File: config.mk
export PLATFORM = sky130hd
export DESIGN_NAME = spi_port
export DESIGN_NICKNAME = d
export VERILOG_FILES = /design/src/logic/spi_port_pkg.sv /design/src/logic/spi_port.sv
export SDC_FILE = /design/constraint.sdc
export NUM_CORES = 1
export LEC_CHECK = 0
export BUFFER_PORTS_ARGS = -buffer_cell sky130_fd_sc_hd__buf_2
export CAP_MARGIN = 25
export CORE_UTILIZATION = 30
export DETAILED_ROUTE_END_ITERATION = 6
export REMOVE_ABC_BUFFERS = 1
export SLEW_MARGIN = 20
export SYNTH_ARGS = -nofsm -noshare
export SYNTH_HDL_FRONTEND = slang
export SYNTH_SLANG_ARGS = --single-unit
File: constraint.sdc
create_clock -name sys_clk -period 2 [get_ports sys_clk]
set_input_delay 0.1 -clock sys_clk [delete_from_list [all_inputs] [get_ports sys_clk]]
set_output_delay 0.1 -clock sys_clk [all_outputs]
set_load 0.05 [all_outputs]
File: src/logic/spi_port_pkg.sv
// Overview of operation
// - Eight-bit words shift out and in, MSb first
// - Full byte goes to buffer unless slave overflow, sets flags
// - Buffer write loads buffer and shift register
// - Write during transfer dropped, sets collision flag
// - Reading the buffer clears buffer-full
// - Slave byte into full buffer sets overflow
// - Master mode never sets overflow
// - Sample phase picks middle or end sampling in master mode
// - Clock edge bit picks output change edge
// - Clock polarity sets serial clock idle level
// - Port enable hands pins to the port
// - Mode field picks master rate or slave
// - Master transfer starts on buffer write
// - Master receives with data output disabled
// - First bit valid before first clock edge
// - Drive on one edge, latch on other; master end sampling latches on the next drive edge
// - Slave shifts on external clock, flags last
// - Slave works asleep, byte wakes device
// - Stop bit cleared while port disabled
// - Slave select high floats data out in slave mode with select (mode 4)
// - Bit counter cleared by select or disable
// - Reset disables port, aborts transfer
`default_nettype none
package spi_port_pkg;
  // ----------------------------------------
  // Register map (byte addresses)
  // ----------------------------------------
  localparam logic [7:0] ADDR_STATUS  = 8'h00;
  localparam logic [7:0] ADDR_CONTROL = 8'h04;
  localparam logic [7:0] ADDR_BUFFER  = 8'h08;
  localparam logic [7:0] ADDR_PINCTL  = 8'h0C;
  // ----------------------------------------
  // Field positions and reset values
  // ----------------------------------------
  localparam int         ST_SAMPLE_PHASE = 7;
  localparam int         ST_CLOCK_EDGE   = 6;
  localparam int         ST_STOP         = 4;
  localparam int         ST_BUFFER_FULL  = 0;
  localparam int         CT_WRITE_COLLISION         = 7;
  localparam int         CT_OVERFLOW     = 6;
  localparam int         CT_ENABLE       = 5;
  localparam int         CT_POLARITY     = 4;
  localparam int         PC_SDO_DISABLE  = 0;
  localparam logic [7:0] STATUS_RESET    = 8'h00;
  localparam logic [7:0] CONTROL_RESET   = 8'h00;
  // ----------------------------------------
  // Mode field codes
  // ----------------------------------------
  localparam logic [3:0] MODE_MASTER_DIV4  = 4'h0;
  localparam logic [3:0] MODE_MASTER_DIV16 = 4'h1;
  localparam logic [3:0] MODE_MASTER_DIV64 = 4'h2;
  localparam logic [3:0] MODE_MASTER_TIMER = 4'h3;
  localparam logic [3:0] MODE_SLAVE_SS     = 4'h4;
  localparam logic [3:0] MODE_SLAVE_NOSS   = 4'h5;
  // ----------------------------------------
  // Timing: system clocks per serial half period, half periods and bits per byte
  // ----------------------------------------
  localparam logic [4:0] HALF_DIV4   = 5'h02;
  localparam logic [4:0] HALF_DIV16  = 5'h08;
  localparam logic [4:0] HALF_DIV64  = 5'h10 + 5'h10 - 5'h00;
  localparam logic [4:0] HALF_STEPS  = 5'h10;
  localparam logic [3:0] BYTE_BITS   = 4'h8;
endpackage : spi_port_pkg
`default_nettype wire

File: src/logic/spi_port.sv
`timescale 1ns/1ps
`default_nettype none
module spi_port (
  input  wire logic        sys_clk,
  input  wire logic        rst,
  input  wire logic        psel,
  input  wire logic        penable,
  input  wire logic        pwrite,
  input  wire logic [7:0]  paddr,
  input  wire logic [31:0] pwdata,
  output logic      [31:0] prdata,
  output logic             pready,
  output logic             pslverr,
  input  wire logic        timer_match,
  input  wire logic        sleep_mode,
  input  wire logic        serial_clock_pin_in,
  output logic             serial_clock_pin_out,
  output logic             serial_clock_pin_oe,
  input  wire logic        serial_data_in,
  output logic             serial_data_out,
  output logic             serial_data_out_oe,
  input  wire logic        slave_select_pin_n,
  output logic             port_interrupt_flag,
  output logic             wake_request
);
  // ----------------------------------------
  // Registers
  // ----------------------------------------
  logic       sample_phase;
  logic       clock_edge;
  logic       buffer_full;
  logic       write_collision;
  logic       receive_overflow;
  logic       port_enable;
  logic       clock_polarity;
  logic [3:0] port_mode_field;
  logic       sdo_disable;
  logic [7:0] data_buffer;
  logic [7:0] shift_register;
  logic       sdo_bit;
  logic [3:0] bit_count;
  logic       master_busy;
  logic [4:0] half_step;
  logic [4:0] div_count;
  logic       sck_level;
  logic       sck_s1;
  logic       sck_s2;
  logic       sck_s3;
  logic       sdi_s1;
  logic       sdi_s2;
  logic       ss_s1;
  logic       ss_s2;

  // ----------------------------------------
  // Decode
  // ----------------------------------------
  logic       is_master;
  logic       is_slave;
  logic       ss_gated;
  logic       access;
  logic       wr_status;
  logic       wr_control;
  logic       wr_buffer;
  logic       wr_pinctl;
  logic       rd_buffer;
  logic       mapped;
  logic       in_transfer;
  logic       collide;
  logic       load_ok;
  logic       tick;
  logic       m_edge;
  logic       m_shift;
  logic       m_sample;
  logic       s_rise;
  logic       s_fall;
  logic       s_live;
  logic       s_active_edge;
  logic       s_shift;
  logic       s_sample;
  logic       do_shift;
  logic       do_sample;
  logic       byte_done;
  logic [4:0] half_len;
  logic [7:0] next_shift;

  assign is_master = port_enable && (port_mode_field <= spi_port_pkg::MODE_MASTER_TIMER);
  assign is_slave  = port_enable && (port_mode_field == spi_port_pkg::MODE_SLAVE_SS ||
                                     port_mode_field == spi_port_pkg::MODE_SLAVE_NOSS);
  assign ss_gated  = (port_mode_field == spi_port_pkg::MODE_SLAVE_SS) && ss_s2;

  assign access     = psel && penable && pready;
  assign mapped     = (paddr == spi_port_pkg::ADDR_STATUS) || (paddr == spi_port_pkg::ADDR_CONTROL) ||
                      (paddr == spi_port_pkg::ADDR_BUFFER) || (paddr == spi_port_pkg::ADDR_PINCTL);
  assign wr_status  = access && pwrite && (paddr == spi_port_pkg::ADDR_STATUS);
  assign wr_control = access && pwrite && (paddr == spi_port_pkg::ADDR_CONTROL);
  assign wr_buffer  = access && pwrite && (paddr == spi_port_pkg::ADDR_BUFFER);
  assign wr_pinctl  = access && pwrite && (paddr == spi_port_pkg::ADDR_PINCTL);
  assign rd_buffer  = access && !pwrite && (paddr == spi_port_pkg::ADDR_BUFFER);

  assign in_transfer = master_busy || (is_slave && bit_count != 4'h0);
  assign collide     = wr_buffer && in_transfer;
  assign load_ok     = wr_buffer && !in_transfer;

  // Master bit clock source
  always_comb begin
    unique case (port_mode_field)
      spi_port_pkg::MODE_MASTER_DIV16: half_len = spi_port_pkg::HALF_DIV16;
      spi_port_pkg::MODE_MASTER_DIV64: half_len = spi_port_pkg::HALF_DIV64;
      default:                         half_len = spi_port_pkg::HALF_DIV4;
    endcase
  end
  assign tick = master_busy && ((port_mode_field == spi_port_pkg::MODE_MASTER_TIMER) ? timer_match
                                : (div_count == half_len - 5'h01));

  // Tick t < 16 is a clock edge; even t leaves idle, odd t returns to idle
  // Limitation: middle sampling at the fastest rate is too early for the input synchroniser
  assign m_edge  = tick && (half_step < spi_port_pkg::HALF_STEPS);
  assign m_shift = m_edge && (half_step[0] == clock_edge);
  always_comb begin
    if (sample_phase) begin
      m_sample = clock_edge ? (m_edge && half_step[0])
                            : (tick && !half_step[0] && half_step != 5'h00);
    end else begin
      m_sample = m_edge && (half_step[0] != clock_edge);
    end
  end

  // Slave edges from the synchronised pin
  assign s_rise        = sck_s2 && !sck_s3;
  assign s_fall        = !sck_s2 && sck_s3;
  assign s_live        = is_slave && !ss_gated;
  assign s_active_edge = clock_polarity ? s_fall : s_rise;
  assign s_shift       = s_live && (clock_edge ? !s_active_edge && (s_rise || s_fall) : s_active_edge);
  assign s_sample      = s_live && (clock_edge ? s_active_edge : (s_rise || s_fall) && !s_active_edge);

  assign do_shift  = is_master ? m_shift : s_shift;
  assign do_sample = is_master ? m_sample : s_sample;
  assign next_shift = {shift_register[6:0], sdi_s2};
  assign byte_done  = do_sample && (bit_count == spi_port_pkg::BYTE_BITS - 4'h1);

  // ----------------------------------------
  // Pin synchronisers
  // ----------------------------------------
  always_ff @(posedge sys_clk or posedge rst) begin
    if (rst) begin
      sck_s1 <= 1'b0;
      sck_s2 <= 1'b0;
      sck_s3 <= 1'b0;
      sdi_s1 <= 1'b0;
      sdi_s2 <= 1'b0;
      ss_s1  <= 1'b1;
      ss_s2  <= 1'b1;
    end else begin
      sck_s1 <= serial_clock_pin_in;
      sck_s2 <= sck_s1;
      sck_s3 <= sck_s2;
      sdi_s1 <= serial_data_in;
      sdi_s2 <= sdi_s1;
      ss_s1  <= slave_select_pin_n;
      ss_s2  <= ss_s1;
    end
  end

  // ----------------------------------------
  // Configuration registers
  // ----------------------------------------
  always_ff @(posedge sys_clk or posedge rst) begin
    if (rst) begin
      sample_phase    <= spi_port_pkg::STATUS_RESET[spi_port_pkg::ST_SAMPLE_PHASE];
      clock_edge      <= spi_port_pkg::STATUS_RESET[spi_port_pkg::ST_CLOCK_EDGE];
      port_enable     <= spi_port_pkg::CONTROL_RESET[spi_port_pkg::CT_ENABLE];
      clock_polarity  <= spi_port_pkg::CONTROL_RESET[spi_port_pkg::CT_POLARITY];
      port_mode_field <= spi_port_pkg::CONTROL_RESET[3:0];
      sdo_disable     <= 1'b0;
    end else begin
      if (wr_status) begin
        sample_phase <= pwdata[spi_port_pkg::ST_SAMPLE_PHASE];
        clock_edge   <= pwdata[spi_port_pkg::ST_CLOCK_EDGE];
      end
      if (wr_control) begin
        port_enable     <= pwdata[spi_port_pkg::CT_ENABLE];
        clock_polarity  <= pwdata[spi_port_pkg::CT_POLARITY];
        port_mode_field <= pwdata[3:0];
      end
      if (wr_pinctl) begin
        sdo_disable <= pwdata[spi_port_pkg::PC_SDO_DISABLE];
      end
    end
  end

  // ----------------------------------------
  // Sticky flags; hardware set wins over clear
  // ----------------------------------------
  always_ff @(posedge sys_clk or posedge rst) begin
    if (rst) begin
      write_collision  <= 1'b0;
      receive_overflow <= 1'b0;
      buffer_full      <= 1'b0;
    end else begin
      if (collide) begin
        write_collision <= 1'b1;
      end else if (wr_control) begin
        write_collision <= pwdata[spi_port_pkg::CT_WRITE_COLLISION];
      end
      if (byte_done && is_slave && buffer_full) begin
        receive_overflow <= 1'b1;
      end else if (wr_control) begin
        receive_overflow <= pwdata[spi_port_pkg::CT_OVERFLOW];
      end
      if (byte_done) begin
        buffer_full <= 1'b1;
      end else if (rd_buffer) begin
        buffer_full <= 1'b0;
      end
    end
  end

  // ----------------------------------------
  // Buffer and shift register
  // ----------------------------------------
  always_ff @(posedge sys_clk or posedge rst) begin
    if (rst) begin
      data_buffer    <= 8'h00;
      shift_register <= 8'h00;
      sdo_bit        <= 1'b0;
    end else begin
      if (load_ok) begin
        data_buffer    <= pwdata[7:0];
        shift_register <= pwdata[7:0];
        sdo_bit        <= pwdata[7];
      end else begin
        if (byte_done && !(is_slave && buffer_full)) begin
          data_buffer <= next_shift;
        end
        if (do_sample) begin
          shift_register <= next_shift;
        end
        // Sample and shift on one edge: next bit is already one place up
        if (do_shift) begin
          sdo_bit <= do_sample ? shift_register[6] : shift_register[7];
        end
      end
    end
  end

  // ----------------------------------------
  // Bit counter
  // ----------------------------------------
  always_ff @(posedge sys_clk or posedge rst) begin
    if (rst) begin
      bit_count <= 4'h0;
    end else if (!port_enable || (is_slave && ss_gated)) begin
      bit_count <= 4'h0;
    end else if (byte_done) begin
      bit_count <= 4'h0;
    end else if (do_sample) begin
      bit_count <= bit_count + 4'h1;
    end
  end

  // ----------------------------------------
  // Master clock generator
  // ----------------------------------------
  always_ff @(posedge sys_clk or posedge rst) begin
    if (rst) begin
      master_busy <= 1'b0;
      half_step   <= 5'h00;
      div_count   <= 5'h00;
      sck_level   <= 1'b0;
    end else if (!is_master) begin
      master_busy <= 1'b0;
      half_step   <= 5'h00;
      div_count   <= 5'h00;
      sck_level   <= clock_polarity;
    end else if (load_ok) begin
      master_busy <= 1'b1;
      half_step   <= 5'h00;
      div_count   <= 5'h00;
      sck_level   <= clock_polarity;
    end else if (master_busy) begin
      div_count <= tick ? 5'h00 : div_count + 5'h01;
      if (tick) begin
        half_step <= half_step + 5'h01;
        if (half_step == spi_port_pkg::HALF_STEPS) begin
          master_busy <= 1'b0;
        end
      end
      if (m_edge) begin
        sck_level <= !sck_level;
      end
    end else begin
      sck_level <= clock_polarity;
    end
  end

  // ----------------------------------------
  // Pin drivers and events
  // ----------------------------------------
  always_ff @(posedge sys_clk or posedge rst) begin
    if (rst) begin
      serial_clock_pin_out <= 1'b0;
      serial_clock_pin_oe  <= 1'b0;
      serial_data_out      <= 1'b0;
      serial_data_out_oe   <= 1'b0;
      port_interrupt_flag  <= 1'b0;
      wake_request         <= 1'b0;
    end else begin
      serial_clock_pin_out <= master_busy ? sck_level : clock_polarity;
      serial_clock_pin_oe  <= is_master;
      serial_data_out      <= sdo_bit;
      serial_data_out_oe   <= (is_master || (is_slave && !ss_gated)) && !sdo_disable;
      port_interrupt_flag  <= byte_done;
      // Slave logic runs on the system clock, which stays up in sleep
      wake_request         <= byte_done && is_slave && sleep_mode;
    end
  end

  // ----------------------------------------
  // APB slave, one wait state
  // ----------------------------------------
  always_ff @(posedge sys_clk or posedge rst) begin
    if (rst) begin
      pready  <= 1'b0;
      pslverr <= 1'b0;
      prdata  <= 32'h0000_0000;
    end else begin
      pready  <= psel && penable && !pready;
      pslverr <= psel && penable && !pready && !mapped;
      prdata  <= 32'h0000_0000;
      if (psel && penable && !pready && !pwrite) begin
        unique case (paddr)
          // Stop bit never sets in this mode, so it reads clear while disabled
          spi_port_pkg::ADDR_STATUS:  prdata[7:0] <= {sample_phase, clock_edge, 5'h00, buffer_full};
          spi_port_pkg::ADDR_CONTROL: prdata[7:0] <= {write_collision, receive_overflow, port_enable,
                                                      clock_polarity, port_mode_field};
          spi_port_pkg::ADDR_BUFFER:  prdata[7:0] <= data_buffer;
          spi_port_pkg::ADDR_PINCTL:  prdata[7:0] <= {7'h00, sdo_disable};
          default:                    prdata      <= 32'h0000_0000;
        endcase
      end
    end
  end
endmodule : spi_port
`default_nettype wire

### Yosys cells after proc, flatten, opt, wreduce, memory -nomap -nowiden

Index checks and enable logic that the tools add are counted.
W data, S select, Z words.

| cells by class | value |
|---|---|
| add/subtract/negate cells | 4 |
| $lt $le $gt $ge | 2 |
| eq/ne operators | 16 |
| muxes and demuxes | 45 |
| reduce and logical (&&, ||, !) cells | 71 |

Operators by type and width:

| kind | number |
|---|---|
| $mux W5 | 8 |
| $mux W8 | 5 |
| $logic_and A1 B1 Y1 | 39 |
| $pmux W8 S4 | 1 |
| $mux W1 | 27 |
| $eq A8 B4 Y1 const B | 2 |
| $logic_not A1 Y1 | 13 |
| $eq A4 B3 Y1 const B | 3 |
| $mux W4 | 3 |
| $reduce_bool A2 Y1 | 6 |
| $add A5 B1 Y5 const B | 2 |
| $eq A4 B2 Y1 const B | 2 |
| $eq A8 B3 Y1 const B | 1 |
| $logic_not A8 Y1 | 1 |
| $logic_or A1 B1 Y1 | 8 |
| $pmux W4 S2 | 1 |
| $eq A5 B5 Y1 | 1 |
| $eq A5 B5 Y1 const B | 1 |
| $lt A5 B5 Y1 const B | 1 |
| $reduce_bool A5 Y1 | 1 |
| $sub A5 B1 Y5 const B | 1 |
| $add A4 B1 Y4 const B | 1 |
| $eq A4 B1 Y1 const B | 1 |
| $le A4 B2 Y1 const B | 1 |
| other kinds (8) | 8 |

| word-level totals | value |
|---|---|
| bits in registers | 92 |
| output and inout bits | 40 |
| word-level logic and storage cells | 171 |

### Logic depth before layout (Yosys ltp)

| depth | value |
|---|---|
| depth in word-level cells | 15 |
| mapped depth | 10 |

### Least setup slack after synthesis

OpenSTA, ideal clock, no wires.

| timing path | value |
|---|---|
| path kind | reg-to-reg |
| start point | register sck_s2 |
| end point | register data_buffer[7] |
| setup time | 126 ps |
| arrival | 2054 ps |
| data required time | 1874 ps |
| path slack | -180 ps |
| cell stages (with the launch flop) | 11 |
| path buffers | 2 |
| path through | dfrtp_1 -> inv_1 -> ha_1 -> mux2i_1 -> mux2i_1 -> nor2_1 -> and2_1 -> buf_2 -> or2_1 -> buf_6 -> a221o_1 |

| between the ends | value |
|---|---|
| cells in the longest elaborated chain, start to end | 11 |
| elaborated cells on any way between the ends | 13 |

Ends and longest elaborated chain:

| what | line | text |
|---|---|---|
| start: declaration | spi_port.sv:47 | `logic sck_s2;` |
| start signal: assignment | spi_port.sv:155 | `sck_s2 <= sck_s1;` |
| $logic_not A1 Y1 | spi_port.sv:130 | `assign s_fall = !sck_s2 && sck_s3;` |
| $logic_and A1 B1 Y1 | spi_port.sv:130 |  |
| $mux W1 | spi_port.sv:132 | `assign s_active_edge = clock_polarity ? s_fall : s_rise;` |
| $logic_not A1 Y1 | spi_port.sv:134 | `assign s_sample = s_live && (clock_edge ? s_active_edge : (s_rise \|\| s_fall) && !s_active_edge);` |
| $logic_and A1 B1 Y1 | spi_port.sv:134 |  |
| $mux W1 * | spi_port.sv:134 |  |
| $logic_and A1 B1 Y1 * | spi_port.sv:134 |  |
| $mux W1 * | spi_port.sv:137 | `assign do_sample = is_master ? m_sample : s_sample;` |
| $logic_and A1 B1 Y1 * | spi_port.sv:139 | `assign byte_done = do_sample && (bit_count == spi_port_pkg::BYTE_BITS - 4'h1);` |
| $logic_and A1 B1 Y1 * | spi_port.sv:232 | `if (byte_done && !(is_slave && buffer_full)) begin` |
| $reduce_bool A2 Y1 (no source line) * | n/a |  |
| end signal: assignment | spi_port.sv:228 | `data_buffer <= pwdata[7:0];` |
| end signal: assignment | spi_port.sv:233 | `data_buffer <= next_shift;` |
| end: declaration | spi_port.sv:38 | `logic [7:0] data_buffer;` |

Mark *: on every way between the ends. The rest lies on a longest branch, timed or not.
A chain may end at the register's enable or synchronous reset.

### Worst setup path in the final report

| timing path | value |
|---|---|
| start point | register sample_phase |
| end point | register data_buffer[6] |

| between the ends | value |
|---|---|
| cells in the longest elaborated chain, start to end | 5 |

Ends and longest elaborated chain:

| what | line | text |
|---|---|---|
| start: declaration | spi_port.sv:29 | `logic sample_phase;` |
| start signal: assignment | spi_port.sv:169 | `sample_phase <= spi_port_pkg::STATUS_RESET[spi_port_pkg::ST_SAMPLE_PHASE];` |
| start signal: assignment | spi_port.sv:177 | `sample_phase <= pwdata[spi_port_pkg::ST_SAMPLE_PHASE];` |
| $mux W1 | spi_port.sv:120 | `if (sample_phase) begin` |
| $mux W1 | spi_port.sv:137 |  |
| $logic_and A1 B1 Y1 | spi_port.sv:139 |  |
| $logic_and A1 B1 Y1 | spi_port.sv:232 |  |
| $reduce_bool A2 Y1 (no source line) | n/a |  |

No other way between the ends.

==> reports/qor.yml <==
status: "finished with violations"
violations: "setup timing"
total_leakage_power_nw: 2.34
multi_input_comb_area_sq_um: 1950
core_sq_um: 12100
drt_pass1_iterations: 5
finalWorstSetupSlack_ps: -85.3
clock_skew_ps: 9.19
path_class: "flip-flop to flip-flop"
ys_ff_latch: 68
ant_nets: 0
critPathTopFamily: "simple AND/OR/NAND/NOR gates"
die_w_um: 113
switching_share_pct: 23.7
grt_start_max_net_pins: 49
synth_top_flop_cell: "dfrtp_1"
seq_area_sq_um: 1710
met2_length_um: 4960
slew_headroom_pct: 65.9
io_pins: 90
cts_tree: "yes"
hp-start: "pwrite"
total_power_mw: 3.37
syn_to_final_growth_pct: 37.8
rsz0062_at_grt: "true"
final_net_count: 548
layout_commonest_cell: "buf_4"
cp.required_ps: 2210
fmaxAchievable_mhz: 480
utilization_pct: 42.5
n_antenna_cell: 0
drive_gt1_share_pct: 38.9
finalSetupTns_ps: -605
drc: 0
top_layer_used: "met4"
num_vias: 3252
cts_max_level: 3
place.port_buffers: 41
globalRouteOverflowTotal: 0
cp.depth: 8
crit_arrival_ps: 2290
rows: 40
drtIter0Drc: 252
critPathMaxStageDelay_ps: 450
worst_slew_pin_slew_ps: 510
maxCapViolCount: 0
syn_area_per_cell_sq_um: 9.74
grt_pass1_wl_um: 16200
clkLatencyLatePin_ps: 340
wl_met1_um: 4680
synth_cell_types: 64
grt_usage_pct: 16.3
clockBufferDepth: 2
r2r-start: "sample_phase$_DFFE_PP0P_"
gp_congestion: 0.830
start_util_pct: 30.9
finalNonFillerCells: 664
powerDensity_nw_per_um2: 657
p_clk_share_pct: 51.5
yosysWarnings: 0
reg2reg_depth: 8
setup_viol: 11
wl_per_cell_um: 15.4
wl_met3_um: 456
die_height_um: 113
worstPathMaxFanout: 6
clkTransAtPathRegs_ps: 60
dp_cells: 623
pwr-share-seq_pct: 41.4
hold_viol: 0
async_flop_share_pct: 100
final_cell_mix: "buf_4, dfrtp_1, buf_2, nand2_1, conb_1"
p_sw_mw: 0.800
hp-class: "primary input to flip-flop"
cts.sinks: 68
hold_depth: 3
p_comb_share_pct: 7.1
wl_um: 10200
cp-end-kind: "flip-flop"
syn_inst: 382
vias_per_cell: 4.90
irDropWorstVdd_mv: 0.277
finalCritPeriodShare_pct: 104
cp-startpoint: "sample_phase$_DFFE_PP0P_"
slew_violations: 0
seq_area_frac_synth_pct: 45.8
cp_slowest_cell: "dfrtp_1"
cts_made_buffers: 9
p_int_mw: 2.57
synth_area_sq_um: 3720
path_cells: "nand2b_1, or3_1, a31oi_4, buf_6, o2111a_2, or2_4, buf_12, o211ai_1"
critPathLaunchType: "flip-flop"
grt_pass1_vias: 3109
critPathBufInv: 2
nFillCells: 1148
antenna_found_initial: 0
final.min_clock_period_ps: 2090
place_hpwl_um: 7090
clockRootBuffer: "clkbuf_16"
die_area_sq_um: 12900
synth_edf_count: 0
-- per-stage QoR --
step / instance area, sq um / hold WS, ps / setup slack [ps]
after floorplan: 3510 / 104 / -804
after global placement: 4360 / 162 / -153
after detailed placement: 4360 / 167 / -205
after CTS: 4880 / 26.9 / -54.0
after global routing: 5130 / 44.2 / -130
final: 5130 / 32.3 / -85.3
-- final cells by class --
cell class	count	area share, %
Multi-Input combinational cell	280	38.0
Timing Repair Buffer	120	17.4
Clock buffer	10	4.66
Tap cell	168	4.10
Sequential cell	68	33.3
Clock inverter	6	1.71
Inverter	12	0.878
-- final timing paths --
check / to / slack, ps
min: buffer_full$_DFFE_PP0P_ / 30
max in group asynchronous: port_mode_field[1]$_DFFE_PP0P_ / 1010
max reg2reg: data_buffer[6]$_DFFE_PP0P_ / -90
min in group asynchronous: sck_s1$_DFF_PP0_ / 350
min reg2reg: sck_s2$_DFF_PP0_ / 350
max: data_buffer[6]$_DFFE_PP0P_ / -90
-- Yosys cell counts, types with 2 or more instances --
cell       count  area [sq um]
a211oi_1       4          30.0
a21oi_1       19          95.1
a22oi_1        5          37.5
and2_1         8          50.1
and3_1         3          18.8
buf_2          7          35.0
buf_4         26           195
buf_6          3          33.8
clkbuf_1       8          30.0
dfrtp_1       66          1650
dfstp_2        2          52.6
ha_1           7          87.6
inv_1         12          45.0
mux2_2        11           124
mux2i_1        7          70.1
nand2_1       37           139
nand2b_1       5          31.3
nand3_1       25           125
nand3b_1       2          15.0
nand4_1        2          12.5
nand4b_1       3          26.3
nor2_1        26          97.6
nor2b_1        4          25.0
nor3_1         7          35.0
o2111ai_1      2          17.5
o211ai_1      12          90.1
o21a_1         2          15.0
o21ai_0       24           120
or2_2          3          18.8
or3_1          4          25.0
xor2_1         3          26.3
-- power groups by stage --
| stage | sequential, mW | clock (mW) | combinational (mW) |
|---|---|---|---|
| floorplan | 1.43 | 0 | 0.146 |
| global placement | 1.42 | 0 | 0.221 |
| detailed placement | 1.42 | 0 | 0.224 |
| CTS | 1.40 | 1.76 | 0.236 |
| global route | 1.40 | 1.83 | 0.259 |
| finish | 1.40 | 1.74 | 0.239 |
-- worst reg2reg max path, cell delays in order (launching register included) --
cell and delay [ps]:
dfrtp_1 450, nand2b_1 210, or3_1 370, a31oi_4 210
buf_6 130, o2111a_2 240, or2_4 160, buf_12 110
o211ai_1 80
-- state kept, by name (all words and copies together), names as in the netlist, 4 cells and up --
register         count
bit_count            4
data_buffer          8
div_count            5
half_step            5
port_mode_field      4
prdata               8
shift_register       8
-- cell families after synthesis --
kind of cell,count (synthesis),share of synthesized area [%]
adders and majority gates,7,2.35
and+or+nand+nor,139,19.4
other,1,0.101
muxes,19,5.82
xor gates and xnor gates,4,0.941
AOI/OAI and AO/OA,86,16.3
DFF,68,45.8
buffers and inverters,58,9.34
-- repair_timing --
action,CTS,global route
pin swaps,14,25
buffers inserted,7,12
endpoints found under the setup margin,30,35
hold buffers,5,0
resized for setup,23,32
hold endpoints to repair,22,0
cloned,0,1
-- layer usage --
layer	vias up	GRT usage, %
li1	1531	-
met1	1612	21.4
met3	13	3.72
met2	96	25.9
met5	-	0
met4	0	6.67
No activity file was read; power rests on OpenSTA's default activity.
